### src/inc/nalu_defines.vh
// nalu_defines.vh: constants of the nibble alu with decimal adjust
// assumes inclusion by bare name from every design file of the block
`ifndef NALU_DEFINES_VH
`define NALU_DEFINES_VH

// ****************************************
// instruction codes
// ****************************************
`define NALU_OP_SUM                5'h00
`define NALU_OP_SUM_WITH_CARRY     5'h01
`define NALU_OP_DIFF               5'h02
`define NALU_OP_DIFF_WITH_BORROW   5'h03
`define NALU_OP_OR                 5'h04
`define NALU_OP_AND                5'h05
`define NALU_OP_XOR                5'h06
`define NALU_OP_SKIP_IF_BITS_TRUE  5'h07
`define NALU_OP_SKIP_IF_BITS_FALSE 5'h08
`define NALU_OP_SKIP_IF_EQUAL      5'h09
`define NALU_OP_SKIP_IF_UNEQUAL    5'h0A
`define NALU_OP_SKIP_IF_NOT_LESS   5'h0B
`define NALU_OP_SKIP_IF_LESS       5'h0C
`define NALU_OP_LOAD_REG_FROM_MEM  5'h0D
`define NALU_OP_WRITE_MEM_FROM_REG 5'h0E
`define NALU_OP_ROTATE_RIGHT_CARRY 5'h0F
`define NALU_OP_MOVE_OP_TO_IND     5'h10
`define NALU_OP_MOVE_OP_FROM_IND   5'h11

// ****************************************
// apb register offsets
// ****************************************
`define NALU_OFS_STATUS  8'h00
`define NALU_OFS_GRPTR   8'h04
`define NALU_OFS_BANK    8'h08
`define NALU_OFS_INDEX   8'h0C
`define NALU_OFS_ROWPTR  8'h10
`define NALU_OFS_STATE   8'h14

// ****************************************
// field positions and reset values
// ****************************************
`define NALU_ST_BCD      4
`define NALU_ST_COMPARE  3
`define NALU_ST_CARRY    2
`define NALU_ST_ZERO     1
`define NALU_ST_INDEX    0
`define NALU_RP_ENABLE   7
`define NALU_RST_FLAGS   5'h00
`define NALU_RST_GRPTR   7'h00
`define NALU_RST_BANK    4'h0
`define NALU_RST_INDEX   11'h000
`define NALU_RST_ROWPTR  7'h00

// row and column of the status word nibble in every bank
`define NALU_STATUS_LOC  7'h7F

// ****************************************
// decimal adjustment
// ****************************************
`define NALU_DEC_TEN     5'h0A
`define NALU_DEC_TWENTY  5'h14
`define NALU_DEC_DIGIT   4'hA
`define NALU_DEC_SIX     4'h6
`define NALU_DEC_BAD     2'h3

`endif

### src/logic/nalu_dec_adj.v
// nalu_dec_adj.v: decimal adjustment of a raw nibble sum or difference
// assumes raw_in carries the carry or borrow in bit 4, purely combinational
`timescale 1ns/10ps
`include "nalu_defines.vh"

module nalu_dec_adj
(
	input  wire [4:0] raw_in,
	input  wire       sub_in,
	input  wire       bcd_in,
	output reg  [3:0] res_out,
	output reg        carry_out
);

	wire [4:0] less_ten;

	assign less_ten = raw_in - `NALU_DEC_TEN;

	// ****************************************
	// binary pass or decimal correction
	// ****************************************
	always @*
	begin
		res_out = raw_in[3:0];
		carry_out = raw_in[4];
		if (bcd_in)
		begin
			if (!sub_in)
			begin
				if (raw_in < `NALU_DEC_TEN)
					carry_out = 1'b0;
				else if (raw_in < `NALU_DEC_TWENTY)
				begin
					carry_out = 1'b1;
					res_out = less_ten[3:0];
				end
				else
				begin
					carry_out = 1'b1;
					res_out = {`NALU_DEC_BAD, raw_in[1:0]};
				end
			end
			else if (!raw_in[4])
			begin
				if (raw_in[3:0] < `NALU_DEC_DIGIT)
					carry_out = 1'b0;
				else
				begin
					carry_out = 1'b1;
					res_out = {`NALU_DEC_BAD, raw_in[1:0]};
				end
			end
			else if (raw_in[3:0] >= `NALU_DEC_SIX)
			begin
				carry_out = 1'b1;
				res_out = raw_in[3:0] - `NALU_DEC_SIX;
			end
			else
			begin
				carry_out = 1'b1;
				res_out = {`NALU_DEC_BAD, raw_in[1:0]};
			end
		end
	end

endmodule // nalu_dec_adj

### src/logic/nalu_core.v
// nalu_core.v: nibble alu datapath with flags, address forming and apb
// assumes a data memory on mclk_in answering a read one cycle after rd
`timescale 1ns/10ps
`include "nalu_defines.vh"

// Behaviour
// - arithmetic, logic, test, rotate, transfer on nibbles
// - two hidden holding registers latch operands
// - decimal flag set selects decimal adjusted result
// - compare clear: zero flag equals result zero
// - compare set: nonzero result clears, zero keeps
// - logic, skip, transfer keep carry and zero
// - rotate right through carry, bit 0 to carry
// - register operand: pointer bank/row, instruction column
// - index enabled: direct address ORed with index
// - index enabled: indirect bank/row ORed with index
// - row pointer enabled: indirect bank/row from pointer, not indexed
// - decimal add: 10 to 19 carry, minus ten
// - decimal subtract: -10 to -1 borrow, plus ten
// - status word destination: result overwrites all flags but decimal
module nalu_core
(
	input  wire        mclk_in,
	input  wire        resetn_in,
	input  wire        psel_in,
	input  wire        penable_in,
	input  wire        pwrite_in,
	input  wire [7:0]  paddr_in,
	input  wire [31:0] pwdata_in,
	output reg  [31:0] prdata_out,
	output reg         pready_out,
	output reg         pslverr_out,
	input  wire        instr_valid_in,
	input  wire [4:0]  instr_op_in,
	input  wire        instr_imm_in,
	input  wire [3:0]  instr_gcol_in,
	input  wire [2:0]  instr_mrow_in,
	input  wire [3:0]  instr_mcol_in,
	input  wire [3:0]  instr_n4_in,
	output reg         busy_out,
	output reg         done_out,
	output reg         skip_out,
	output reg  [10:0] mem_addr_out,
	output reg         mem_rd_out,
	output reg         mem_wr_out,
	output reg  [3:0]  mem_wdata_out,
	input  wire [3:0]  mem_rdata_in
);

	localparam S_IDLE = 3'd0;
	localparam S_RD1  = 3'd1;
	localparam S_CAP1 = 3'd2;
	localparam S_RD2  = 3'd3;
	localparam S_CAP2 = 3'd4;
	localparam S_EXEC = 3'd5;

	reg  [2:0]  state;
	reg  [4:0]  op_q;
	reg         imm_q;
	reg  [3:0]  gcol_q;
	reg  [2:0]  mrow_q;
	reg  [3:0]  mcol_q;
	reg  [3:0]  tmp_a;
	reg  [3:0]  tmp_b;
	reg         bcd_flag;
	reg         compare_flag;
	reg         carry_flag;
	reg         zero_flag;
	reg         index_enable_flag;
	reg  [6:0]  gen_reg_pointer;
	reg  [3:0]  bank_sel;
	reg  [10:0] index_modifier;
	reg  [6:0]  row_pointer;
	reg         row_pointer_enable;
	reg         last_skip;
	reg  [4:0]  raw_res;
	reg         ex_wr;
	reg  [10:0] ex_addr;
	reg  [3:0]  ex_data;
	reg         ex_skip;
	reg  [31:0] next_rdata;
	reg         reg_hit;
	wire [3:0]  adj_res;
	wire        adj_carry;
	wire        sub_op;
	wire        carry_in;
	wire        apb_wr;

	// ****************************************
	// address forming and decode helpers
	// ****************************************
	function [10:0] gr_addr;
		input [3:0] col;
		gr_addr = {gen_reg_pointer, col};
	endfunction

	function [10:0] dm_addr;
		input [2:0] row;
		input [3:0] col;
		begin
			dm_addr = {bank_sel, row, col};
			if (index_enable_flag)
				dm_addr = dm_addr | index_modifier;
		end
	endfunction

	function [10:0] ind_addr;
		input [2:0] row;
		input [3:0] col;
		begin
			if (row_pointer_enable)
				ind_addr = {row_pointer, col};
			else
			begin
				ind_addr = {bank_sel, row, col};
				if (index_enable_flag)
					ind_addr = ind_addr | {index_modifier[10:4], 4'h0};
			end
		end
	endfunction

	function is_arith;
		input [4:0] op;
		is_arith = (op <= `NALU_OP_DIFF_WITH_BORROW);
	endfunction

	function is_logic;
		input [4:0] op;
		is_logic = (op >= `NALU_OP_OR) && (op <= `NALU_OP_XOR);
	endfunction

	function reads_reg_first;
		input [4:0] op;
		input       imm;
		begin
			if (is_arith(op) || is_logic(op))
				reads_reg_first = !imm;
			else
				reads_reg_first = (op >= `NALU_OP_WRITE_MEM_FROM_REG) &&
					(op <= `NALU_OP_MOVE_OP_FROM_IND);
		end
	endfunction

	function needs_second;
		input [4:0] op;
		input       imm;
		needs_second = ((is_arith(op) || is_logic(op)) && !imm) ||
			(op == `NALU_OP_MOVE_OP_TO_IND) ||
			(op == `NALU_OP_MOVE_OP_FROM_IND);
	endfunction

	// ****************************************
	// arithmetic core and decimal adjust
	// ****************************************
	assign sub_op = (op_q == `NALU_OP_DIFF) ||
		(op_q == `NALU_OP_DIFF_WITH_BORROW);
	assign carry_in = carry_flag && ((op_q == `NALU_OP_SUM_WITH_CARRY) ||
		(op_q == `NALU_OP_DIFF_WITH_BORROW));

	// five bit raw result, bit 4 is carry or borrow
	always @*
	begin
		if (sub_op)
			raw_res = {1'b0, tmp_a} - {1'b0, tmp_b} - {4'h0, carry_in};
		else
			raw_res = {1'b0, tmp_a} + {1'b0, tmp_b} + {4'h0, carry_in};
	end

	nalu_dec_adj u_dec_adj
	(
		.raw_in    (raw_res),
		.sub_in    (sub_op),
		.bcd_in    (bcd_flag),
		.res_out   (adj_res),
		.carry_out (adj_carry)
	);

	// ****************************************
	// execute: destination, data, skip
	// ****************************************
	// helpers read pointers and index, so they are listed by hand
	always @(op_q or imm_q or gcol_q or mrow_q or mcol_q or tmp_a or tmp_b or
		compare_flag or carry_flag or adj_res or gen_reg_pointer or bank_sel or
		index_enable_flag or index_modifier or row_pointer or
		row_pointer_enable)
	begin
		ex_wr = 1'b0;
		ex_addr = dm_addr(mrow_q, mcol_q);
		ex_data = tmp_b;
		ex_skip = 1'b0;
		case (op_q)
			`NALU_OP_SUM, `NALU_OP_SUM_WITH_CARRY,
			`NALU_OP_DIFF, `NALU_OP_DIFF_WITH_BORROW:
			begin
				ex_wr = !compare_flag;
				ex_data = adj_res;
				if (!imm_q)
					ex_addr = gr_addr(gcol_q);
			end
			`NALU_OP_OR, `NALU_OP_AND, `NALU_OP_XOR:
			begin
				ex_wr = 1'b1;
				if (op_q == `NALU_OP_OR)
					ex_data = tmp_a | tmp_b;
				else if (op_q == `NALU_OP_AND)
					ex_data = tmp_a & tmp_b;
				else
					ex_data = tmp_a ^ tmp_b;
				if (!imm_q)
					ex_addr = gr_addr(gcol_q);
			end
			`NALU_OP_SKIP_IF_BITS_TRUE:
				ex_skip = ((tmp_a & tmp_b) == tmp_b);
			`NALU_OP_SKIP_IF_BITS_FALSE:
				ex_skip = ((tmp_a & tmp_b) == 4'h0);
			`NALU_OP_SKIP_IF_EQUAL:
				ex_skip = (tmp_a == tmp_b);
			`NALU_OP_SKIP_IF_UNEQUAL:
				ex_skip = (tmp_a != tmp_b);
			`NALU_OP_SKIP_IF_NOT_LESS:
				ex_skip = (tmp_a >= tmp_b);
			`NALU_OP_SKIP_IF_LESS:
				ex_skip = (tmp_a < tmp_b);
			`NALU_OP_LOAD_REG_FROM_MEM:
			begin
				ex_wr = 1'b1;
				if (!imm_q)
				begin
					ex_addr = gr_addr(gcol_q);
					ex_data = tmp_a;
				end
			end
			`NALU_OP_WRITE_MEM_FROM_REG:
			begin
				ex_wr = 1'b1;
				ex_data = tmp_a;
			end
			`NALU_OP_ROTATE_RIGHT_CARRY:
			begin
				ex_wr = 1'b1;
				ex_addr = gr_addr(gcol_q);
				ex_data = {carry_flag, tmp_a[3:1]};
			end
			`NALU_OP_MOVE_OP_TO_IND:
			begin
				ex_wr = 1'b1;
				ex_addr = ind_addr(mrow_q, tmp_a);
			end
			`NALU_OP_MOVE_OP_FROM_IND:
				ex_wr = 1'b1;
			default:
				ex_wr = 1'b0;
		endcase
	end

	// ****************************************
	// sequencer: fetch operands, execute
	// ****************************************
	always @(posedge mclk_in or negedge resetn_in)
	begin
		if (!resetn_in)
		begin
			state <= S_IDLE;
			op_q <= 5'h00;
			imm_q <= 1'b0;
			gcol_q <= 4'h0;
			mrow_q <= 3'h0;
			mcol_q <= 4'h0;
			tmp_a <= 4'h0;
			tmp_b <= 4'h0;
			busy_out <= 1'b0;
			done_out <= 1'b0;
			skip_out <= 1'b0;
			last_skip <= 1'b0;
			mem_addr_out <= 11'h000;
			mem_rd_out <= 1'b0;
			mem_wr_out <= 1'b0;
			mem_wdata_out <= 4'h0;
		end
		else
		begin
			done_out <= 1'b0;
			skip_out <= 1'b0;
			mem_rd_out <= 1'b0;
			mem_wr_out <= 1'b0;
			case (state)
				S_IDLE:
					if (instr_valid_in)
					begin
						op_q <= instr_op_in;
						imm_q <= instr_imm_in;
						gcol_q <= instr_gcol_in;
						mrow_q <= instr_mrow_in;
						mcol_q <= instr_mcol_in;
						tmp_b <= instr_n4_in;
						busy_out <= 1'b1;
						if (instr_op_in == `NALU_OP_LOAD_REG_FROM_MEM &&
							instr_imm_in)
							state <= S_EXEC;
						else
						begin
							state <= S_RD1;
							mem_rd_out <= 1'b1;
							if (reads_reg_first(instr_op_in, instr_imm_in))
								mem_addr_out <= gr_addr(instr_gcol_in);
							else
								mem_addr_out <= dm_addr(instr_mrow_in,
									instr_mcol_in);
						end
					end
				S_RD1:
					state <= S_CAP1;
				S_CAP1:
				begin
					tmp_a <= mem_rdata_in;
					if (needs_second(op_q, imm_q))
					begin
						state <= S_RD2;
						mem_rd_out <= 1'b1;
						if (op_q == `NALU_OP_MOVE_OP_FROM_IND)
							mem_addr_out <= ind_addr(mrow_q, mem_rdata_in);
						else
							mem_addr_out <= dm_addr(mrow_q, mcol_q);
					end
					else
						state <= S_EXEC;
				end
				S_RD2:
					state <= S_CAP2;
				S_CAP2:
				begin
					tmp_b <= mem_rdata_in;
					state <= S_EXEC;
				end
				S_EXEC:
				begin
					state <= S_IDLE;
					busy_out <= 1'b0;
					done_out <= 1'b1;
					skip_out <= ex_skip;
					last_skip <= ex_skip;
					mem_wr_out <= ex_wr;
					mem_addr_out <= ex_addr;
					mem_wdata_out <= ex_data;
				end
				default:
					state <= S_IDLE;
			endcase
		end
	end

	// ****************************************
	// apb slave: decode and read mux
	// ****************************************
	assign apb_wr = psel_in && penable_in && pready_out && pwrite_in &&
		reg_hit;

	always @*
	begin
		reg_hit = 1'b1;
		next_rdata = 32'h00000000;
		case (paddr_in)
			`NALU_OFS_STATUS:
				next_rdata = {27'h0000000, bcd_flag, compare_flag,
					carry_flag, zero_flag, index_enable_flag};
			`NALU_OFS_GRPTR:
				next_rdata = {25'h0000000, gen_reg_pointer};
			`NALU_OFS_BANK:
				next_rdata = {28'h0000000, bank_sel};
			`NALU_OFS_INDEX:
				next_rdata = {21'h000000, index_modifier};
			`NALU_OFS_ROWPTR:
				next_rdata = {24'h000000, row_pointer_enable, row_pointer};
			`NALU_OFS_STATE:
				next_rdata = {27'h0000000, last_skip, busy_out, state};
			default:
				reg_hit = 1'b0;
		endcase
	end

	// no wait state: answer registered in the setup cycle
	always @(posedge mclk_in or negedge resetn_in)
	begin
		if (!resetn_in)
		begin
			pready_out <= 1'b0;
			pslverr_out <= 1'b0;
			prdata_out <= 32'h00000000;
		end
		else
		begin
			pready_out <= 1'b0;
			pslverr_out <= 1'b0;
			if (psel_in && !penable_in && !pready_out)
			begin
				pready_out <= 1'b1;
				pslverr_out <= !reg_hit;
				prdata_out <= pwrite_in ? 32'h00000000 : next_rdata;
			end
		end
	end

	// ****************************************
	// flags and pointers: bus writes, alu updates
	// ****************************************
	always @(posedge mclk_in or negedge resetn_in)
	begin
		if (!resetn_in)
		begin
			{bcd_flag, compare_flag, carry_flag, zero_flag,
				index_enable_flag} <= `NALU_RST_FLAGS;
			gen_reg_pointer <= `NALU_RST_GRPTR;
			bank_sel <= `NALU_RST_BANK;
			index_modifier <= `NALU_RST_INDEX;
			row_pointer <= `NALU_RST_ROWPTR;
			row_pointer_enable <= 1'b0;
		end
		else
		begin
			if (apb_wr && paddr_in == `NALU_OFS_STATUS)
			begin
				bcd_flag <= pwdata_in[`NALU_ST_BCD];
				compare_flag <= pwdata_in[`NALU_ST_COMPARE];
				carry_flag <= pwdata_in[`NALU_ST_CARRY];
				zero_flag <= pwdata_in[`NALU_ST_ZERO];
				index_enable_flag <= pwdata_in[`NALU_ST_INDEX];
			end
			if (apb_wr && paddr_in == `NALU_OFS_GRPTR)
				gen_reg_pointer <= pwdata_in[6:0];
			if (apb_wr && paddr_in == `NALU_OFS_BANK)
				bank_sel <= pwdata_in[3:0];
			if (apb_wr && paddr_in == `NALU_OFS_INDEX)
				index_modifier <= pwdata_in[10:0];
			if (apb_wr && paddr_in == `NALU_OFS_ROWPTR)
			begin
				row_pointer <= pwdata_in[6:0];
				row_pointer_enable <= pwdata_in[`NALU_RP_ENABLE];
			end
			// alu updates come last so they win over a bus write
			if (state == S_EXEC)
			begin
				if (is_arith(op_q))
				begin
					carry_flag <= adj_carry;
					if (!compare_flag)
						zero_flag <= (adj_res == 4'h0);
					else if (adj_res != 4'h0)
						zero_flag <= 1'b0;
				end
				if (op_q == `NALU_OP_ROTATE_RIGHT_CARRY)
					carry_flag <= tmp_a[0];
				if (op_q == `NALU_OP_SKIP_IF_BITS_TRUE ||
					op_q == `NALU_OP_SKIP_IF_BITS_FALSE)
					compare_flag <= 1'b0;
				// other ops leave carry and zero alone
				if (ex_wr && ex_addr[6:0] == `NALU_STATUS_LOC)
					{compare_flag, carry_flag, zero_flag,
						index_enable_flag} <= ex_data;
			end
		end
	end

endmodule // nalu_core

### config.mk
export PLATFORM = sky130hd
export DESIGN_NAME = nalu_core
export DESIGN_NICKNAME = d
export VERILOG_FILES = /design/src/logic/nalu_dec_adj.v /design/src/logic/nalu_core.v
export VERILOG_INCLUDE_DIRS = /design/src /design/src/inc
export SDC_FILE = /design/constraint.sdc
export NUM_CORES = 1
export LEC_CHECK = 0
export BUFFER_PORTS_ARGS = -buffer_cell sky130_fd_sc_hd__buf_2
export CAP_MARGIN = 20
export CORE_MARGIN = 3
export CORE_UTILIZATION = 36
export DETAILED_ROUTE_END_ITERATION = 8
export SYNTH_ARGS = -nofsm -noshare
export SYNTH_HDL_FRONTEND = slang
export SYNTH_SLANG_ARGS = --single-unit
export TNS_END_PERCENT = 100
### constraint.sdc
create_clock -name mclk_in -period 5.55 [get_ports mclk_in]
set_clock_uncertainty 0.05 [all_clocks]
set_input_delay 1.11 -clock mclk_in [delete_from_list [all_inputs] [get_ports mclk_in]]
set_output_delay 1.11 -clock mclk_in [all_outputs]
set_load 0.05 [all_outputs]
==> summary.md, run 1 <==
| Metric | Value |
|---|---|
| Commonest non-fill, non-tap cells in the layout | dfrtp_1, buf_2, nand2_1, a21oi_1 |
| Post-CTS sizing | 0 |
| VDD IR max | between 0.2 and 0.3 mV |
| Worst path slowest cell | dfrtp_1 |
| Via/cell ratio | ~5.6 |
| # nets final | 865 |
| Post-DP HPWL | 13900 µm |
| Max clock buf depth | 2 |
| Vias in the first global route | 5297 |
| Drt initial violations | 418 |
| RSZ-0062 raised after global routing | false |
| Synthesis Warnings | 0 |
| CTS tree | done |
| Sink Count | 97 |
| Initial antenna violation count | 0 |
| Synth Cell Area | 0.00654 mm² |
| First-pass GRT wire length | 29500 µm |
| Cells on worst reg2reg path | 18 |
| Worst Hold Depth | 2 |
| H-tree depth | 3 |
| Fin crit share | 0.882 |
| Fin crit period | 4890 ps |
| Share of cells above drive strength 1 | 0.233 |
| IO Count | roughly 130 |
| Total global routing overflow | 0 |
| Largest net degree at the start of global routing | 61 |
| Worst r2r src | op_q[3]$_DFFE_PN0P_ |
| Die Width | 141 µm |
| WP data required | between 5000 and 6000 ps |
| Worst slew pin tran | slightly above 1000 ps |
| CP Class | reg -> reg |
| Mapped Cells | 705 |
| Crit-path max cell delay | approximately 580 ps |
| Synthesized area per cell | 9.28 µm² |
| Crit. End Element | register |
| Register bit total from synthesis | 97 |
| Achievable Freq | 0.204 GHz |
| Final setup fails | 0 |
| Post-DRT Antenna Nets | 0 |
| Wirelength per Cell | 18.6 µm |
| CP startpoint | op_q[3]$_DFFE_PN0P_ |
| Critical path endpoint | carry_flag$_DFF_PN0_ |
| Synth area leader | dfrtp_1 |
| Post-CTS Setup Bufs | 0 |
| Slew headroom | 0.297 |
| Asr flop ratio synth | 1.00 |
| Core footprint | 0.0175 mm² |
| Setup TNS | 0 ps |
| DRT Pass-1 Iters | 7 |
| Top cell type's share of synthesized area | 0.371 |
| Synthesis-to-finish area growth | 13.0% |
| Number of flops mapped to enable cells by yosys | 0 |
| Max Slew Vio Count | 0 |
| Max Cap Viol | 0 |
| Synth area leaders | dfrtp_1, mux2_2, mux2i_1 |
| Reg2reg setup slack | 660 ps |
| GPL Wtd Cong | around 0.9 |
| Power, Total | about 0.0041 W |
| Hold crit path type | reg -> reg |
| Final wirelength | 18600 µm |
| WP depth | 18 |
| Crit Path Max Fanout | 15 |
| Crit Reg-Reg Endpoint | carry_flag$_DFF_PN0_ |
| Vias | 5564 |
| Top FF cell, synth | dfrtp_1 |
| PwrDens | roughly 550 mW/mm² |
| CTS clk-pin slew, worst paths | 80 ps |
| Worst-skew pair later-pin latency | 360 ps |
| Critical Path AT | 5110 ps |
| Cts hold-fix bufs | 0 |
| Yosys cell types | 67 |
| Row cnt | 48 |
| Critical Path Start Type | register |
| Die height | roughly 140 µm |
| Die Area | roughly 0.02 mm² |
| Pleak | 3.46 nW |
| Status | finished clean |
| Port buffer count | 82 |
| ANT cells | 0 |
| Num CTS Buffers | 9 |
| CP delay by family, top | compound AO/OA/AOI/OAI gates |
| DRC viols | 0 |
| GRT Total Usage | 0.186 |
| Final Hold Viols | 0 |
| Commonest non-fill, non-tap cell in the layout | dfrtp_1 |
| Root Driver | clkbuf_16 |
| CP bufs+invs | 2 |
| Starting Density | 0.373 |
| Part of the Yosys area used for sequential elements | 0.371 |
| Ordered cell list for the critical path | nor3_1, nand3_1, inv_1, fa_1, inv_1, ha_1, nor2_1, fa_1, or2_2, a21oi_1, nor2_1, ha_1, a211o_1, o211a_1, a211oi_2, a211oi_1, a22o_1, mux2i_1 |
[kinds of logic (layout without fill, tap and decap cells)]
logic type               count (synthesis)  after routing  share of synthesized area
adder cells (fa/ha/maj)                 26             26                     0.0543
flip-flops                              97             97                      0.371
XOR/XNOR                                 1              1                    0.00134
AND/OR/NAND/NOR                        216            216                      0.166
buffers and inverters                   89            137                     0.0654
multiplexers                            87             87                      0.151
AO/OA/AOI/OAI                          188            188                      0.191
other                                    1             21                   0.000573
[registers in the layout (all words and copies together) (netlist names), 5 cells and up]
name             cells
gen_reg_pointer      7
index_modifier      11
mem_addr_out        11
op_q                 5
prdata_out          11
row_pointer          7
[power by group]
| group | total, W | internal (W) | leakage [nW] | switching (W) |
|---|---|---|---|---|
| logic | 0.00229 | 0.000825 | 2.04 | 0.00146 |
| clock network | 0.000678 | 0.000382 | 0.159 | 0.000296 |
| registers | 0.00113 | 0.000887 | 1.25 | 0.000243 |
[cell usage after synthesis, types with 6 or more instances]
| cell type | n |
|---|---|
| o211ai_1 | 6 |
| dfrtp_1 | 97 |
| a21oi_1 | 54 |
| a21o_1 | 7 |
| o21ai_0 | 33 |
| nor2b_1 | 6 |
| o221ai_1 | 8 |
| mux2i_1 | 31 |
| inv_1 | 28 |
| o22ai_1 | 11 |
| clkbuf_1 | 26 |
| nor2_1 | 52 |
| nand2_1 | 68 |
| nand2b_1 | 7 |
| ha_1 | 22 |
| mux2_2 | 52 |
| buf_2 | 6 |
| buf_4 | 21 |
| a22o_1 | 13 |
| nor3_1 | 23 |
| nand4_1 | 7 |
| nand3_1 | 18 |
[cell type report]
cell class | count | area, µm²
clock inverters | 5 | 72.6
inverters | 31 | 116
clock buffers | 11 | 253
fillers | 1746 | 10100
flip-flops and latches | 97 | 2430
multi-input cells | 539 | 3770
well taps | 225 | 282
repair buffers | 90 | 473
[metrics by stage]
stage	hold WS, ps	worst slack (ps)	utilization	instances	area, µm²
after floorplan	399	1270	-	725	6620
after global placement	404	871	0.403	982	7060
after detailed placement	408	780	0.403	982	7060
after CTS	425	737	0.421	998	7390
after global routing	456	327	0.421	998	7390
final	420	656	0.421	998	7390
[worst min-delay path, delay by kind of cell, from the launching register on]
kind	cells	cell delay, ps
DFF	1	340
and+or+nand+nor	2	100
[per-layer routing]
layer  routed length [µm]  global-route usage  vias to the layer above
li1                     -                   -                     2677
met1                 9350               0.284                     2702
met2                 8090               0.276                      172
met3                 1000              0.0326                       13
met4                  155              0.0393                        0
met5                    0                   0                        -
[how the worst min path moves through the flow]
stage,endpoint,start,slack (ps)
after CTS,prdata_out[8]$_DFFE_PN0P_,prdata_out[8]$_DFFE_PN0P_,420
after global placement,prdata_out[8]$_DFFE_PN0P_,prdata_out[8]$_DFFE_PN0P_,400
final,prdata_out[8]$_DFFE_PN0P_,prdata_out[8]$_DFFE_PN0P_,420
after detailed placement,prdata_out[8]$_DFFE_PN0P_,prdata_out[8]$_DFFE_PN0P_,410
after global routing,prdata_out[9]$_DFFE_PN0P_,prdata_out[9]$_DFFE_PN0P_,460
after floorplan,last_skip$_DFFE_PN0P_,last_skip$_DFFE_PN0P_,400
Power figures use the tool's default switching activity.
==> run 2, diff against run 1 <==
==> constraint.sdc (replaced) <==
create_clock -name mclk_in -period 4.3 [get_ports mclk_in]
set_clock_uncertainty 0.05 [all_clocks]
set_input_delay 0.43 -clock mclk_in [delete_from_list [all_inputs] [get_ports mclk_in]]
set_output_delay 0.43 -clock mclk_in [all_outputs]
set_load 0.05 [all_outputs]
==> summary.md, run 2 (synthesized netlist as in run 1, its figures left out) <==
| Metric | Value |
|---|---|
| # nets final | 878 |
| Total global routing overflow | 0 |
| IO Count | 125 |
| Port buffer count | 82 |
| Vias | 5623 |
| CP Class | reg -> reg |
| Row cnt | 48 |
| Slew headroom | 0.350 |
| Die height | 141 µm |
| PwrDens | 721 mW/mm² |
| Critical Path AT | 4290 ps |
| Worst slew pin tran | 975 ps |
| First-pass GRT wire length | 29700 µm |
| Wirelength per Cell | 18.3 µm |
| Root Driver | clkbuf_16 |
| Final Hold Viols | 0 |
| Post-DRT Antenna Nets | 0 |
| Num CTS Buffers | 9 |
| Max Cap Viol | 0 |
| VDD IR max | 0.380 mV |
| Final wirelength | between 15000 and 20000 µm |
| Worst-skew pair later-pin latency | 350 ps |
| Commonest non-fill, non-tap cells in the layout | dfrtp_1, buf_2, nand2_1, a21oi_1, mux2_2 |
| Reg2reg setup slack | ~220 ps |
| H-tree depth | 3 |
| DRC viols | 0 |
| Die Area | 0.0198 mm² |
| Hold crit path type | in -> async |
| Final Util | 0.430 |
| Share of cells above drive strength 1 | 0.261 |
| ANT cells | 0 |
| Multi-input logic area | 0.00382 mm² |
| Synthesis-to-finish area growth | 15.3% |
| Crit Reg-Reg Endpoint | carry_flag$_DFF_PN0_ |
| Seq. cell area | around 0.0024 mm² |
| Top Registers | index_modifier x11, mem_addr_out x11, prdata_out x11 |
| Max clock buf depth | 2 |
| Crit. End Element | register |
| Achievable Freq | 0.245 GHz |
| Drt initial violations | 473 |
| WP data required | 4510 ps |
| Starting Density | 0.373 |
| Largest net degree at the start of global routing | approximately 80 |
| Vias in the first global route | about 5.2k |
| Final-layout fill cell count | 1739 |
| CTS clk-pin slew, worst paths | 80 ps |
| DP Area | 0.00712 mm² |
| Critical Path Start Type | register |
| Die Width | between 100 and 150 µm |
| Via/cell ratio | 5.56 |
| Worst r2r src | op_q[4]$_DFFE_PN0P_ |
| Max Slew Vio Count | 0 |
| Status | finished clean |
| Sink Count | 97 |
| Cts hold-fix bufs | 0 |
| Final setup fails | 0 |
| Core footprint | 0.0175 mm² |
| GPL Wtd Cong | 0.863 |
| Fin crit period | between 4000 and 5000 ps |
| GRT Total Usage | 0.185 |
| CTS tree | done |
| Post-DP HPWL | 14000 µm |
| Pleak | 3.51 nW |
| DRT Pass-1 Iters | 7 |
| Commonest non-fill, non-tap cell in the layout | dfrtp_1 |
| Initial antenna violation count | 0 |
| Fin crit share | 0.948 |
| Cells on worst reg2reg path | 19 |
| Post-route cell area | roughly 0.0075 mm² |
| Crit Path Max Fanout | 5 |
run 2: repair_timing:
action                     CTS  global route
pin swaps                    2             9
gates resized for setup      1            12
setup endpoints to repair    1             4
buffers inserted             1             4
run 2: stage by stage:
stage	total power, W	std cells	setup TNS, ps	setup WS, ps	hold slack, ps
after floorplan	0.00367	725	0	23.9	84.4
after global placement	0.00440	989	0	37.0	405
after detailed placement	0.00443	989	-78.8	-78.8	408
after CTS	0.00532	1006	0	17.2	218
after global routing	0.00584	1011	-2.07	-2.07	246
final	0.00543	1011	0	225	153
run 2: worst max-delay path by stage:
stage | from | end | cells after the start
floorplan | op_q[2]$_DFFE_PN0P_ | carry_flag$_DFF_PN0_ | 20
global placement | op_q[4]$_DFFE_PN0P_ | carry_flag$_DFF_PN0_ | 19
global route | op_q[4]$_DFFE_PN0P_ | carry_flag$_DFF_PN0_ | 19
finish | op_q[4]$_DFFE_PN0P_ | carry_flag$_DFF_PN0_ | 19
detailed placement | op_q[4]$_DFFE_PN0P_ | carry_flag$_DFF_PN0_ | 19
CTS | op_q[2]$_DFFE_PN0P_ | carry_flag$_DFF_PN0_ | 18
run 2: per-layer routing:
metal | global-route usage | vias up | wire length, µm
met5 | 0 | - | 0
met4 | 0.0377 | 0 | 165
met3 | 0.0312 | 15 | 930
met2 | 0.264 | 180 | 8110
met1 | 0.294 | 2727 | 9340
li1 | - | 2701 | -
run 2: critical path, cell delays in order (launching register included):
cell and delay (ps):
dfrtp_1 410, nor3_4 220, nand3_2 120, inv_2 80, fa_1 420, inv_1 80, ha_2 180, nor2_1 60
fa_2 390, or2_2 300, a21oi_2 170, nor2_2 70, ha_1 280, and3_4 150, o211ai_1 90, o2111ai_2 140
a211oi_2 340, a211oi_2 80, a22o_1 210, mux2i_1 130
run 2: report_power, final:
group / internal, W / switching [W]
clock: 0.000481 / 0.000383
combinational: 0.00117 / 0.00198
sequential: 0.00115 / 0.000276
run 2: layout make-up:
type / count / share of cell area
repair buffers: 103 / 0.0762
multi-input cells: 539 / 0.506
well taps: 225 / 0.0373
inverters: 31 / 0.0154
clock inverters: 6 / 0.0110
clock buffers: 10 / 0.0317
flip-flops and latches: 97 / 0.322
